## config.mk

```make
export PLATFORM = sky130hd
export DESIGN_NAME = pmcg_regs
export DESIGN_NICKNAME = d
export VERILOG_FILES = /design/src/design/pmcg_pkg.sv /design/src/design/pmcg_once_if.sv /design/src/design/pmcg_once.sv /design/src/design/pmcg_regs.sv /design/src/design/pmcg_sync.sv
export SDC_FILE = /design/constraint.sdc
export NUM_CORES = 1
export LEC_CHECK = 0
export BUFFER_PORTS_ARGS = -buffer_cell sky130_fd_sc_hd__buf_4
export CORE_MARGIN = 2
export CORE_UTILIZATION = 46
export CTS_CLUSTER_DIAMETER = 40
export DETAILED_ROUTE_END_ITERATION = 8
export PLACE_DENSITY = 0.83
export RECOVER_POWER = 100
export SYNTH_ARGS = -nofsm -noshare
export SYNTH_HDL_FRONTEND = slang
export SYNTH_SLANG_ARGS = --single-unit
```

## constraint.sdc

```tcl
create_clock -name CLOCK -period 3.8 [get_ports CLOCK]
set_input_delay 0.38 -clock CLOCK [delete_from_list [all_inputs] [get_ports CLOCK]]
set_output_delay 0.38 -clock CLOCK [all_outputs]
set_load 0.01 [all_outputs]
```

## src/design/pmcg_pkg.sv

```systemverilog
// Purpose: Shared constants for the power mode and clock gating register bank
// Assumes: 32-bit classic Wishbone slave, each register in the low byte of one word
// Notes:   Functional notes follow
package pmcg_pkg;
  // Register byte addresses on the bus
  localparam logic [3:0] PMCG_ADR_PM_TWO   = 4'h0;
  localparam logic [3:0] PMCG_ADR_PM_THREE = 4'h4;
  localparam logic [3:0] PMCG_ADR_GATE_ONE = 4'h8;
  // Second power register fields
  localparam int PM2_LPREG_BIT = 7;
  localparam int PM2_FLAG_BIT  = 3;
  localparam int PM2_ACK_BIT   = 2;
  localparam int PM2_EN_BIT    = 1;
  localparam int PM2_SEL_BIT   = 0;
  // Third power register fields
  localparam int PM3_FLAG_BIT = 7;
  localparam int PM3_ACK_BIT  = 6;
  localparam int PM3_DET_BIT  = 5;
  localparam int PM3_WRN_BIT  = 4;
  localparam int PM3_IE_BIT   = 3;
  // Values after reset
  localparam logic [7:0] GATE_ONE_RESET = 8'hFF;
  localparam logic       CTRL_RESET     = 1'b0;
  // Input synchroniser depth
  localparam int SYNC_STAGES = 3;
  // Number of write-once bits
  localparam int ONCE_BITS = 1;
endpackage : pmcg_pkg

```

## src/design/pmcg_once_if.sv

```systemverilog
// Purpose: Carries write strobes and lock state of the write-once latches
// Assumes: One clock domain
// Notes:   Bank drives locked, control logic drives wr_hit
`timescale 1ns/10ps
interface pmcg_once_if #(parameter int N = 1);
  logic [N-1:0] wr_hit;
  logic [N-1:0] locked;
  modport ctrl (output wr_hit, input locked);
  modport bank (input wr_hit, output locked);
endinterface : pmcg_once_if

```

## src/design/pmcg_once.sv

```systemverilog
// Purpose: Bank of write-once lock latches
// Assumes: Synchronous active-high reset clears every latch
// Notes:   A latch sets on the first write strobe and holds until reset
`timescale 1ns/10ps
module pmcg_once #(
  parameter int N = 1
) (
  input  wire logic  clk,
  input  wire logic  rst,
  input  wire logic  ce,
  pmcg_once_if.bank  once
);
  logic [N-1:0] lock_q;
  logic [N-1:0] lock_d;

  // One latch per write-once bit
  for (genvar i = 0; i < N; i++) begin : g_lock
    always_comb begin
      lock_d[i] = lock_q[i] | once.wr_hit[i];
    end
  end

  always_ff @(posedge clk) begin
    if (rst) begin
      lock_q <= '0;
    end else if (ce) begin
      lock_q <= lock_d;
    end
  end

  assign once.locked = lock_q;
endmodule // pmcg_once

```

## src/design/pmcg_regs.sv

```systemverilog
// Purpose: Power mode control, low-voltage warning and peripheral clock gate registers
// Assumes: Classic Wishbone slave, ack one cycle after strobe; software is sole party
// Notes:   Power-on reset also clears the threshold selects; other resets keep them
`timescale 1ns/10ps
module pmcg_regs (
  input  wire logic        CLOCK,
  input  wire logic        RESET,
  input  wire logic        CLK_EN,
  input  wire logic        RESET_IS_POR,
  input  wire logic        DEEP_STOP_WAKE,
  input  wire logic        WARN_BELOW_ASYNC,
  input  wire logic        CYC_I,
  input  wire logic        STB_I,
  input  wire logic        WE_I,
  input  wire logic [3:0]  ADR_I,
  input  wire logic [3:0]  SEL_I,
  input  wire logic [31:0] DAT_I,
  output logic [31:0]      DAT_O,
  output logic             ACK_O,
  output logic             PPD_ENABLE,
  output logic             DEEP_STOP_SELECT,
  output logic             LOW_POWER_REG_EN,
  output logic             DETECT_THRESH_SEL,
  output logic             WARN_THRESH_SEL,
  output logic             WARN_IRQ,
  output logic [7:0]       PERIPH_CLK_EN
);
  logic        warn_lvl;
  logic        ack_q,  ack_d;
  logic [31:0] rd_q,   rd_d;
  logic        pdn_flag_q, pdn_flag_d;
  logic        pdn_en_q, pdn_en_d;
  logic        mode_sel_q, mode_sel_d;
  logic        lp_reg_q, lp_reg_d;
  logic        warn_flag_q, warn_flag_d;
  logic        det_sel_q, det_sel_d;
  logic        wrn_sel_q, wrn_sel_d;
  logic        ie_q,   ie_d;
  logic        irq_q,  irq_d;
  logic [7:0]  gate_q, gate_d;
  logic        req;
  logic        wr;
  logic        wr_pm2;
  logic        wr_pm3;
  logic        wr_gate;
  logic [7:0]  wd;
  logic        pdn_en_new;
  logic        mode_sel_new;

  pmcg_once_if #(.N(pmcg_pkg::ONCE_BITS)) once_if ();

  // Comparator is analog, so it is brought in through the filtered synchroniser
  pmcg_sync u_warn_sync (
    .clk  (CLOCK),
    .rst  (RESET),
    .ce   (CLK_EN),
    .din  (WARN_BELOW_ASYNC),
    .dout (warn_lvl)
  );

  pmcg_once #(.N(pmcg_pkg::ONCE_BITS)) u_once (
    .clk  (CLOCK),
    .rst  (RESET),
    .ce   (CLK_EN),
    .once (once_if.bank)
  );

  // Bus decode; the write lands on the edge where ack rises
  always_comb begin
    req     = CYC_I & STB_I & ~ack_q;
    wr      = req & WE_I & SEL_I[0];
    wd      = DAT_I[7:0];
    wr_pm2  = wr & (ADR_I == pmcg_pkg::PMCG_ADR_PM_TWO);
    wr_pm3  = wr & (ADR_I == pmcg_pkg::PMCG_ADR_PM_THREE);
    wr_gate = wr & (ADR_I == pmcg_pkg::PMCG_ADR_GATE_ONE);
    once_if.wr_hit = wr_pm2;
  end

  // Second power register: flag, write-once enable and mode select
  always_comb begin
    pdn_flag_d = pdn_flag_q;
    pdn_en_d   = pdn_en_q;
    mode_sel_d = mode_sel_q;
    lp_reg_d   = lp_reg_q;
    pdn_en_new = once_if.locked[0] ? pdn_en_q : wd[pmcg_pkg::PM2_EN_BIT];
    // Select needs the enable and a clear regulator bit
    mode_sel_new = wd[pmcg_pkg::PM2_SEL_BIT] & pdn_en_new & ~lp_reg_q;
    if (wr_pm2) begin
      pdn_en_d   = pdn_en_new;
      mode_sel_d = mode_sel_new;
      // A simultaneous select wins over the regulator bit
      lp_reg_d   = wd[pmcg_pkg::PM2_LPREG_BIT] & ~mode_sel_new;
      if (wd[pmcg_pkg::PM2_ACK_BIT]) begin
        pdn_flag_d = 1'b0;
      end
    end
    // Wakeup from deep stop sets the flag; it wins over an acknowledge
    if (DEEP_STOP_WAKE) begin
      pdn_flag_d = 1'b1;
      pdn_en_d   = 1'b1;
      mode_sel_d = 1'b1;
      lp_reg_d   = 1'b0;
    end
  end

  // Mode state; the wake path bypasses the write-once lock on purpose
  always_ff @(posedge CLOCK) begin
    if (RESET) begin
      pdn_flag_q <= pmcg_pkg::CTRL_RESET;
      pdn_en_q   <= pmcg_pkg::CTRL_RESET;
      mode_sel_q <= pmcg_pkg::CTRL_RESET;
      lp_reg_q   <= pmcg_pkg::CTRL_RESET;
    end else if (CLK_EN) begin
      pdn_flag_q <= pdn_flag_d;
      pdn_en_q   <= pdn_en_d;
      mode_sel_q <= mode_sel_d;
      lp_reg_q   <= lp_reg_d;
    end
  end

  // Third power register: warning flag, thresholds, interrupt enable
  always_comb begin
    warn_flag_d = warn_flag_q;
    det_sel_d   = det_sel_q;
    wrn_sel_d   = wrn_sel_q;
    ie_d        = ie_q;
    if (wr_pm3) begin
      det_sel_d = wd[pmcg_pkg::PM3_DET_BIT];
      wrn_sel_d = wd[pmcg_pkg::PM3_WRN_BIT];
      ie_d      = wd[pmcg_pkg::PM3_IE_BIT];
      if (wd[pmcg_pkg::PM3_ACK_BIT]) begin
        warn_flag_d = 1'b0;
      end
    end
    // Level-sensitive set covers a supply already low when reset ends
    if (warn_lvl) begin
      warn_flag_d = 1'b1;
    end
    irq_d = warn_flag_d & ie_d;
  end

  // Threshold selects survive all but power-on reset
  always_ff @(posedge CLOCK) begin
    if (RESET) begin
      warn_flag_q <= pmcg_pkg::CTRL_RESET;
      ie_q        <= pmcg_pkg::CTRL_RESET;
      irq_q       <= pmcg_pkg::CTRL_RESET;
      if (RESET_IS_POR) begin
        det_sel_q <= pmcg_pkg::CTRL_RESET;
        wrn_sel_q <= pmcg_pkg::CTRL_RESET;
      end
    end else if (CLK_EN) begin
      warn_flag_q <= warn_flag_d;
      det_sel_q   <= det_sel_d;
      wrn_sel_q   <= wrn_sel_d;
      ie_q        <= ie_d;
      irq_q       <= irq_d;
    end
  end

  // Clock gate register; software must quiesce a peripheral first
  always_comb begin
    gate_d = wr_gate ? wd : gate_q;
  end

  always_ff @(posedge CLOCK) begin
    if (RESET) begin
      gate_q <= pmcg_pkg::GATE_ONE_RESET;
    end else if (CLK_EN) begin
      gate_q <= gate_d;
    end
  end

  // Read mux and ack; unmapped addresses ack with zero data
  always_comb begin
    ack_d = req;
    rd_d  = '0;
    if (req && !WE_I) begin
      unique case (ADR_I)
        pmcg_pkg::PMCG_ADR_PM_TWO: begin
          rd_d[pmcg_pkg::PM2_LPREG_BIT] = lp_reg_q;
          rd_d[pmcg_pkg::PM2_FLAG_BIT]  = pdn_flag_q;
          rd_d[pmcg_pkg::PM2_EN_BIT]    = pdn_en_q;
          rd_d[pmcg_pkg::PM2_SEL_BIT]   = mode_sel_q;
        end
        pmcg_pkg::PMCG_ADR_PM_THREE: begin
          rd_d[pmcg_pkg::PM3_FLAG_BIT] = warn_flag_q;
          rd_d[pmcg_pkg::PM3_DET_BIT]  = det_sel_q;
          rd_d[pmcg_pkg::PM3_WRN_BIT]  = wrn_sel_q;
          rd_d[pmcg_pkg::PM3_IE_BIT]   = ie_q;
        end
        pmcg_pkg::PMCG_ADR_GATE_ONE: begin
          rd_d[7:0] = gate_q;
        end
        default: begin
          rd_d = '0;
        end
      endcase
    end
  end

  always_ff @(posedge CLOCK) begin
    if (RESET) begin
      ack_q <= 1'b0;
      rd_q  <= '0;
    end else if (CLK_EN) begin
      ack_q <= ack_d;
      rd_q  <= rd_d;
    end
  end

  assign DAT_O             = rd_q;
  assign ACK_O             = ack_q;
  assign PPD_ENABLE        = pdn_en_q;
  assign DEEP_STOP_SELECT  = mode_sel_q;
  assign LOW_POWER_REG_EN  = lp_reg_q;
  assign DETECT_THRESH_SEL = det_sel_q;
  assign WARN_THRESH_SEL   = wrn_sel_q;
  assign WARN_IRQ          = irq_q;
  assign PERIPH_CLK_EN     = gate_q;
endmodule // pmcg_regs

```

## src/design/pmcg_sync.sv

```systemverilog
// Purpose: Three-stage synchroniser with agreement filter for an analog status
// Assumes: Input is asynchronous to CLOCK
// Notes:   Output changes only when stages two and three agree
`timescale 1ns/10ps
module pmcg_sync (
  input  wire logic clk,
  input  wire logic rst,
  input  wire logic ce,
  input  wire logic din,
  output logic      dout
);
  logic [pmcg_pkg::SYNC_STAGES-1:0] sh_q;
  logic [pmcg_pkg::SYNC_STAGES-1:0] sh_d;
  logic                             out_q;
  logic                             out_d;

  // First stage feeds only the second stage
  always_comb begin
    sh_d  = {sh_q[pmcg_pkg::SYNC_STAGES-2:0], din};
    out_d = (sh_q[1] == sh_q[2]) ? sh_q[2] : out_q;
  end

  // Registers frozen while the clock enable is low
  always_ff @(posedge clk) begin
    if (rst) begin
      sh_q  <= '0;
      out_q <= 1'b0;
    end else if (ce) begin
      sh_q  <= sh_d;
      out_q <= out_d;
    end
  end

  assign dout = out_q;
endmodule // pmcg_sync

```

==> results of run 1 <==
## cells by family after synthesis
kind of cell / Yosys count / synth area share
simple gates: 56 / 0.1907
buf+inv: 34 / 0.1477
flops: 31 / 0.4156
compound gates: 29 / 0.1258
mux: 18 / 0.1177
other cells: 1 / 0.002433
## critical path, stage by stage, from the launching register on
cell and delay (ps):
dfxtp_1 350, nand4b_1 390, nor3b_1 730, clkbuf_1 380, mux2i_1 240, nand2_1 60
## power by group
part           internal, mW  switching (mW)
registers             0.335         0.00506
clock network         0.155           0.115
logic                0.0286          0.0459
## layer usage
layer  wire length (um)  GRT usage  vias up  part of all wire
met5                  0          0        -                 0
met3                189    0.06211        4             0.057
met1               1471     0.2462      605              0.44
met4                 43    0.07295        0             0.013
li1                   -          -      645                 -
met2               1613     0.3098       51              0.49
## area by class of cell
class	instances	share of cell area
Multi-Input combinational cell	127	0.4173
Sequential cell	31	0.3590
Timing Repair Buffer	45	0.1367
Tap cell	46	0.03226
Clock buffer	6	0.02875
Clock inverter	2	0.01964
Inverter	3	0.006311
## cells in the mapped netlist (2+ instances only)
master / count
dfxtp_1: 29
mux2i_1: 17
buf_2: 2
edfxtp_1: 2
clkbuf_1: 3
o41ai_1: 2
a32oi_1: 2
o21ai_0: 3
buf_4: 24
or3_1: 2
nand3_1: 5
a22oi_1: 2
a211oi_1: 4
or4_1: 2
nor2b_1: 3
a22o_1: 2
nand2_1: 16
nor2_1: 18
a21oi_1: 10
nor4_1: 3
clkinv_1: 2
## per-stage QoR
step / utilization / std cells / setup slack [ps] / hold WS (ps) / instance area (sq um)
final: 0.5432 / 260 / 1525 / 246.5 / 1784
after global routing: 0.5432 / 260 / 1317 / 225.2 / 1784
after CTS: 0.5764 / 260 / 1614 / 236.0 / 1893
after detailed placement: 0.5501 / 252 / 1384 / 451.5 / 1807
after global placement: 0.5501 / 252 / 1417 / 441.4 / 1807
after floorplan: - / 192 / 1904 / 435.7 / 1628
## placed cells by master (no fill, tap or decap)
cell and n:
clkbuf_8 1, edfxtp_1 2, o21ai_0 3, clkinv_2 1, a311oi_1 1, dfxtp_1 29, or3_1 2, clkinv_1 2
a22oi_1 2, mux2i_1 17, a21oi_1 11, or4b_4 1, nand3_1 5, nand4b_1 1, nor3b_1 1, a21o_1 1
inv_1 1, conb_1 24, a32oi_1 2, or4_1 2, a211oi_1 4, nor4_1 4, nor4b_1 1, nand2_1 16
a31oi_1 1, nor2b_1 3, a22o_1 2, nor4b_2 1, mux2_2 1, nor2_1 18, nor3_1 1, clkbuf_1 25
bufinv_16 1, buf_4 20, o41ai_1 2, clkbuf_4 5
## path summary, 6_finish.rpt
check                           slack (ps)                       endpoint
worst max-delay path                  1530  PERIPH_CLK_EN[5]$_SDFFE_PP1P_
worst min-delay path                   250        pdn_flag_q$_SDFFE_PP0P_
worst max register to register        1530  PERIPH_CLK_EN[5]$_SDFFE_PP1P_
worst min register to register         470          DAT_O[3]$_SDFFE_PP0P_
## registers in the layout, summed over array words and instances, names as in the netlist
| register | cells |
|---|---|
| ACK_O | 1 |
| DAT_O | 8 |
| WARN_IRQ | 1 |
| ie_q | 1 |
| DETECT_THRESH_SEL | 1 |
| u_warn_sync.sh_q | 3 |
| WARN_THRESH_SEL | 1 |
| warn_flag_q | 1 |
| PERIPH_CLK_EN | 8 |
| u_once.once.locked | 1 |
| LOW_POWER_REG_EN | 1 |
| u_warn_sync.dout | 1 |
| pdn_flag_q | 1 |
| PPD_ENABLE | 1 |
| DEEP_STOP_SELECT | 1 |
==> results_dict.tcl, run 1 <==
set metrics [dict create \
    fin_crit_ps 2275 \
    rsz0062_at_grt "no" \
    synthArstFlopShare 0 \
    outcome "complete, no violations" \
    r2r_start "ACK_O$_SDFFE_PP0P_" \
    final_nets 262 \
    yosys_warnings 0 \
    min_delay_path_depth 2 \
    hold_start "DAT_I[2]" \
    post-synth-top-area-cell "dfxtp_1" \
    holdBufCountCts 0 \
    multi_input_area_sq_um 744.5 \
    synth_cell_type_count 37 \
    cp.arrival_ps 2490 \
    dr_total_vias 1305 \
    antenna_found_initial 0 \
    n_antenna_cell 0 \
    synth-edff-count 2 \
    critPathRequiredTime_ps 4010 \
    power_uw 684.8 \
    synth_area_leaders "dfxtp_1 (38%), buf_4 (12%), mux2i_1 (11%)" \
    grt_pass1_vias 1159 \
    drive_gt1_frac 0.1449 \
    routabilityCongestion 0.7910 \
    yosysTopAreaCellShare 0.3766 \
    synth_seq_area_share 0.4156 \
    cts_tree "yes" \
    reg2regPathDepth 5 \
    core_area_sq_mm 0.003284 \
    die_y_um 61.89 \
    hold_viol 0 \
    num_rows 21 \
    cp_max_fo 9 \
    cp-start-kind "flop" \
    root_buffer "clkbuf_4" \
    die-area_sq_mm 0.003830 \
    fin_crit_sh 0.5986 \
    pin_count 96 \
    worst_pin_slew_ps 1131 \
    hold_path_class "input port to flop" \
    path_clk_slew_ps 100 \
    grt_pass1_wl_um 5292 \
    start_util 0.4693 \
    power.density_mw_per_mm2 383.8 \
    netlist_area_sq_mm 0.001541 \
    synth_seq_cells 31 \
    routed_via_density 5.019 \
    routedWlPerCell_um 12.76 \
    setup-tns-final_ps 0 \
    cts_resized 0 \
    cts_buffers 5 \
    post_cts_buffers 0 \
    slew_viol_final 0 \
    fillers 349 \
    p_leak_nw 0.6889 \
    syn_area_per_cell_sq_um 9.121 \
    portBuffers 44 \
    grt_overflow 0 \
    syn2layout_area_growth_pct 15.75 \
    grt_usage 0.1942 \
    clk_latency_ps 330 \
    drv_cap 0 \
    setup_viol 0 \
    syn_inst 169 \
    numClockSinks 31 \
    ctsHtreeMaxLevel 2 \
    grt_max_degree 27 \
    drt_first_pass_iters 4 \
    clockBufferDepth 2 \
    peakVddDrop_uv 213.6 \
    synth_flop_cell "dfxtp_1" \
    die_w_um 61.89 \
    drcViolationCount 0 \
    regArea_sq_um 640.6 \
    relSlewSlack 0.2463 \
    crit_start "ACK_O$_SDFFE_PP0P_" \
    drt_iter0_drc 43 \
    wirelength_um 3317 \
    path_class "flop to flop" \
    hpwlAfterDp_um 2511 \
    antenna_left 0 \
    skew_ps 5.995 \
    fmax_ghz 0.4396 \
    crit_path_end_kind "flop" \
]
(Power assumes the default switching activity.)
==> inputs of run 2 (changes only) <==
- CORE_UTILIZATION: 46 -> 42
- PLACE_DENSITY: 0.83 -> 0.77
- clock period: 3.8 -> 2.16 ns (I/O delays scaled with it)
==> run 2 against run 1 <==
  * Non-clock buffer count up 3
  * Combinational power grew 81%
  * Critical endpoint is now DEEP_STOP_SELECT$_SDFFE_PP0P_
  * Flip-flop and latch count did not move
  * Core utilization decreased by 3.6 points
  * Count of clock-buffer cells in the layout increased by 2
  * Critical path type is now input port to flop
==> results_dict.tcl, run 2 (synthesis results as in run 1) <==
set metrics [dict create \
    p_sw_uw 303.0 \
    clockBufferDepth 2 \
    peakVddDrop_uv 422.0 \
    max_stage_delay_ps 490 \
    cp.arrival_ps 1870 \
    ctsHtreeMaxLevel 2 \
    switching_share 0.2452 \
    die_y_um 64.58 \
    outcome "complete, no violations" \
    antenna_left 0 \
    cts_buffers 5 \
    skew_ps 3.547 \
    layout_common_cells "dfxtp_1 (29), clkbuf_1 (26), conb_1 (24), buf_4 (23), nor2_1 (18)" \
    place_area_sq_mm 0.001832 \
    routedWlPerCell_um 13.26 \
    fillers 380 \
    path_class "input port to flop" \
    rsz0062_at_grt "no" \
    portBuffers 44 \
    pin_count 96 \
    grt_overflow 0 \
    placed_cells 257 \
    relSlewSlack 0.5632 \
    die-area_sq_mm 0.004171 \
    post_cts_buffers 0 \
    grt_pass1_vias 1184 \
    crit_chain "clkbuf_1 > nand4b_1 > buf_4 > nor3_2 > a211oi_1 > a211oi_1" \
    critPathRequiredTime_ps 2360 \
    postLayoutCoreUtil 0.5069 \
    drcViolationCount 0 \
    setup_viol 0 \
    p_leak_nw 0.7075 \
    cts_resized 0 \
    power_mw 1.236 \
    stdcell_area_sq_mm 0.001828 \
    die_w_um 64.58 \
    final_common_cell "dfxtp_1" \
    fin_crit_ps 1668 \
    hpwlAfterDp_um 2677 \
    routed_via_density 4.985 \
    grt_usage 0.1829 \
    holdBufCountCts 0 \
    crit_top_cell "a211oi_1" \
    hold_ws_ps 129.0 \
    crit_path_end_kind "flop" \
    clock_power_share 0.405 \
    syn2layout_area_growth_pct 18.59 \
    slowest_stage "clkbuf_1" \
    p_comb_frac 0.109 \
    fin_crit_sh 0.7724 \
    drive_gt1_frac 0.1567 \
    drt_first_pass_iters 4 \
    use_met1 0.2138 \
    core_area_sq_mm 0.003606 \
    busiest_layer "met2" \
    power.density_mw_per_mm2 676.0 \
    drv_cap 0 \
    met2_usage 0.3034 \
    n_antenna_cell 0 \
    fmax_ghz 0.5994 \
    cp-start-kind "input port" \
    setup-tns-final_ps 0 \
    pwr-share-seq 0.486 \
    cp_max_fo 14 \
    slew_viol_final 0 \
    start_util 0.4275 \
    p_int_uw 932.7 \
    final_cells 265 \
    root_buffer "clkbuf_8" \
    antenna_found_initial 0 \
    post-place-ws_ps 320.2 \
    hold_viol 0 \
    routabilityCongestion 0.7736 \
    final_nets 265 \
    clk_latency_ps 290 \
    grt_use_met3 0.06250 \
    path_clk_slew_ps 60 \
    hold_path_class "input port to flop" \
    cts_tree "yes" \
    grt_pass1_wl_um 5740 \
    worst_pin_slew_ps 655.2 \
    grt_max_degree 27 \
    num_rows 22 \
    numClockSinks 31 \
    drt_iter0_drc 42 \
    worst_slack_ps 491.6 \
    dr_total_vias 1321 \
    wirelength_um 3515 \
]
run 2: cell types whose count changed in the layout (fill, tap and decap cells not counted), sizes merged:
cell,delta
buf,+3
clkbuf,+2
bufinv,-1
clkinv,-1
run 2: final cells by class:
cell class                      instances  area [sq um]  share of cell area
Tap cell                               48         60.06             0.03285
Timing Repair Buffer                   48         266.5              0.1458
Multi-Input combinational cell        127         749.5              0.4100
Clock buffer                            8         100.1             0.05476
Sequential cell                        31         640.6              0.3504
Inverter                                3         11.26            0.006160
run 2: power groups by stage:
stage / Combinational [mW] / Sequential, mW / Clock (mW)
final: 0.135 / 0.600 / 0.501
after global placement: 0.138 / 0.612 / 0
after CTS: 0.141 / 0.600 / 0.511
after global routing: 0.150 / 0.601 / 0.543
after detailed placement: 0.141 / 0.613 / 0
after floorplan: 0.109 / 0.613 / 0
run 2: critical path: cells and delay by family:
family                 cells  cell delay, ps
AOI/OAI and AO/OA          2             340
and+or+nand+nor            2             600
buffers and inverters      2             720
run 2: worst paths after layout:
| path | startpoint | to | slack (ps) | cells past startpoint |
|---|---|---|---|---|
| worst max-delay path | CLK_EN | DEEP_STOP_SELECT$_SDFFE_PP0P_ | 490 | 6 |
| worst min-delay path | DAT_I[2] | pdn_flag_q$_SDFFE_PP0P_ | 130 | 2 |
| worst max register to register | ACK_O$_SDFFE_PP0P_ | DEEP_STOP_SELECT$_SDFFE_PP0P_ | 580 | 5 |
| worst min register to register | DAT_O[3]$_SDFFE_PP0P_ | DAT_O[3]$_SDFFE_PP0P_ | 460 | 2 |
run 2: layer usage:
metal / share of wire / wire length [um] / vias up
met3: 0.062 / 219 / 7
met5: 0 / 0 / -
met1: 0.44 / 1549 / 622
met4: 0.019 / 68 / 0
met2: 0.48 / 1678 / 48
li1: - / - / 644
==> inputs of run 3 (changes only) <==
- CORE_UTILIZATION: 42 -> 38
- PLACE_DENSITY: 0.77 -> 0.73
- clock period: 2.16 -> 1.4 ns (I/O delays scaled with it)
==> run 3 against run 2 <==
  * Worst setup slack worse by 490 ps
  * Die area increased by 9.9%
  * Routed wire length rose by 9.3%
  * Cell area grew 12%
  * Highest routed layer unchanged
  * Flip-flop and latch count is the same
  * Final cell count is 6.0% higher
  * Hold slack worse by 64 ps
==> results_dict.tcl, run 3 (synthesis results as in run 1) <==
set metrics [dict create \
    setup_viol 0 \
    path_clk_slew_ps 70 \
    core_area_sq_mm 0.003943 \
    die_y_um 67.69 \
    dr_total_vias 1357 \
    clk_latency_ps 290 \
    peakVddDrop_uv 543.2 \
    n_antenna_cell 0 \
    final_nets 279 \
    worst_pin_slew_ps 659.7 \
    antenna_found_initial 0 \
    drv_cap 0 \
    fin_crit_ps 1397 \
    cts_buffers 5 \
    switching_share 0.2398 \
    hold_path_class "input port to flop" \
    cts_tree "yes" \
    portBuffers 44 \
    fmax_ghz 0.7160 \
    worst_slack_ps 3.320 \
    critPathRequiredTime_ps 1570 \
    num_rows 23 \
    p_int_mw 1.591 \
    routedWlPerCell_um 13.67 \
    routed_via_density 4.829 \
    numClockSinks 31 \
    grt_pass1_wl_um 5602 \
    drt_iter0_drc 33 \
    cp_max_fo 6 \
    syn2layout_area_growth_pct 32.39 \
    path_class "flop to flop" \
    post_cts_buffers 0 \
    crit_path_end_kind "flop" \
    p_sw_uw 501.8 \
    post-place-ws_ps -196.0 \
    outcome "complete, no violations" \
    root_buffer "clkbuf_8" \
    cp.arrival_ps 1570 \
    wirelength_um 3841 \
    fin_crit_sh 0.9976 \
    antenna_left 0 \
    drcViolationCount 0 \
    routabilityCongestion 0.7830 \
    p_leak_nw 0.8222 \
    rsz0062_at_grt "yes" \
    hpwlAfterDp_um 2841 \
    ctsHtreeMaxLevel 2 \
    die_w_um 67.69 \
    grt_overflow 0 \
    grt_max_degree 27 \
    layout_common_cells "buf_4 (36), dfxtp_1 (28), conb_1 (24), clkbuf_1 (23), nor2_1 (18)" \
    power.density_mw_per_mm2 1025 \
    grt_usage 0.1720 \
    grt_pass1_vias 1222 \
    die-area_sq_mm 0.004582 \
    pin_count 96 \
    clock_power_share 0.438 \
    drive_gt1_frac 0.2597 \
    relSlewSlack 0.5602 \
    start_util 0.3910 \
    hold_viol 0 \
    final_common_cell "buf_4" \
    slew_viol_final 0 \
    holdBufCountCts 0 \
    skew_ps 4.219 \
    cp-start-kind "flop" \
    pwr-share-seq 0.442 \
    drt_first_pass_iters 4 \
    p_comb_frac 0.120 \
    clockBufferDepth 2 \
    power_mw 2.092 \
]
[run 3: cell count changes in the layout (fill, tap and decap cells not counted), moves of 2 or more]
| cell | delta |
|---|---|
| nor4_2 | +2 |
| nor4_4 | +2 |
| nor4_1 | -4 |
| buf_6 | +2 |
| clkbuf_1 | -3 |
| buf_4 | +13 |
[run 3: worst max-delay path, cell delays in order, from the launching register on]
cell and delay [ps]:
dfxtp_2 310, nand4b_1 240, buf_6 200, nor4_4 220, mux2i_1 230, a21oi_1 80
[run 3: cell type report]
| class | count | area [sq um] |
|---|---|---|
| clock buffer | 6 | 82.58 |
| clock inverter | 2 | 35.03 |
| fill | 408 | 1902 |
| inverter | 3 | 11.26 |
| multi-input combinational | 127 | 823.3 |
| sequential | 31 | 641.9 |
| tap | 50 | 62.56 |
| timing repair buffer | 62 | 384.1 |
[run 3: power groups by stage]
stage               clock (mW)  sequential, mW  combinational, mW
finish                   0.917           0.924              0.251
global route             0.979           0.927              0.275
floorplan                    0           0.947              0.174
detailed placement           0           0.944              0.245
CTS                      0.930           0.925              0.247
global placement             0           0.944              0.242
[run 3: path summary, 6_finish.rpt]
| path | start | endpoint | slack (ps) | cells past startpoint |
|---|---|---|---|---|
| min reg2reg | DAT_O[7]$_SDFFE_PP0P_ | DAT_O[7]$_SDFFE_PP0P_ | 470 | 2 |
| min | DAT_I[0] | PERIPH_CLK_EN[0]$_SDFFE_PP1P_ | 60 | 3 |
| max reg2reg | ACK_O$_SDFFE_PP0P_ | PPD_ENABLE$_SDFFE_PP0P_ | 3 | 5 |
| max | ACK_O$_SDFFE_PP0P_ | PPD_ENABLE$_SDFFE_PP0P_ | 3 | 5 |
[run 3: repair_timing]
item,CTS,global route
pin swaps,0,7
resized for setup,1,8
endpoints found under the setup margin,9,14
[run 3: metal layers]
metal / global-route usage / vias up / routed length (um)
li1: - / 672 / -
met2: 0.2733 / 53 / 1813
met4: 0.05612 / 0 / 47
met3: 0.05500 / 5 / 274
met1: 0.2195 / 627 / 1705
met5: 0 / - / 0
[run 3: per-stage QoR]
stage / utilization / cell area, sq um / instances / setup TNS, ps / hold slack, ps
after CTS: 0.5278 / 2081 / 281 / -148.9 / 56.38
after global placement: 0.4957 / 1954 / 273 / -2260 / 365.1
after global routing: 0.5176 / 2041 / 281 / -607.3 / 61.68
after floorplan: - / 1655 / 192 / -1153 / 250.2
final: 0.5176 / 2041 / 281 / 0 / 64.75
after detailed placement: 0.4957 / 1954 / 273 / -2590 / 363.6
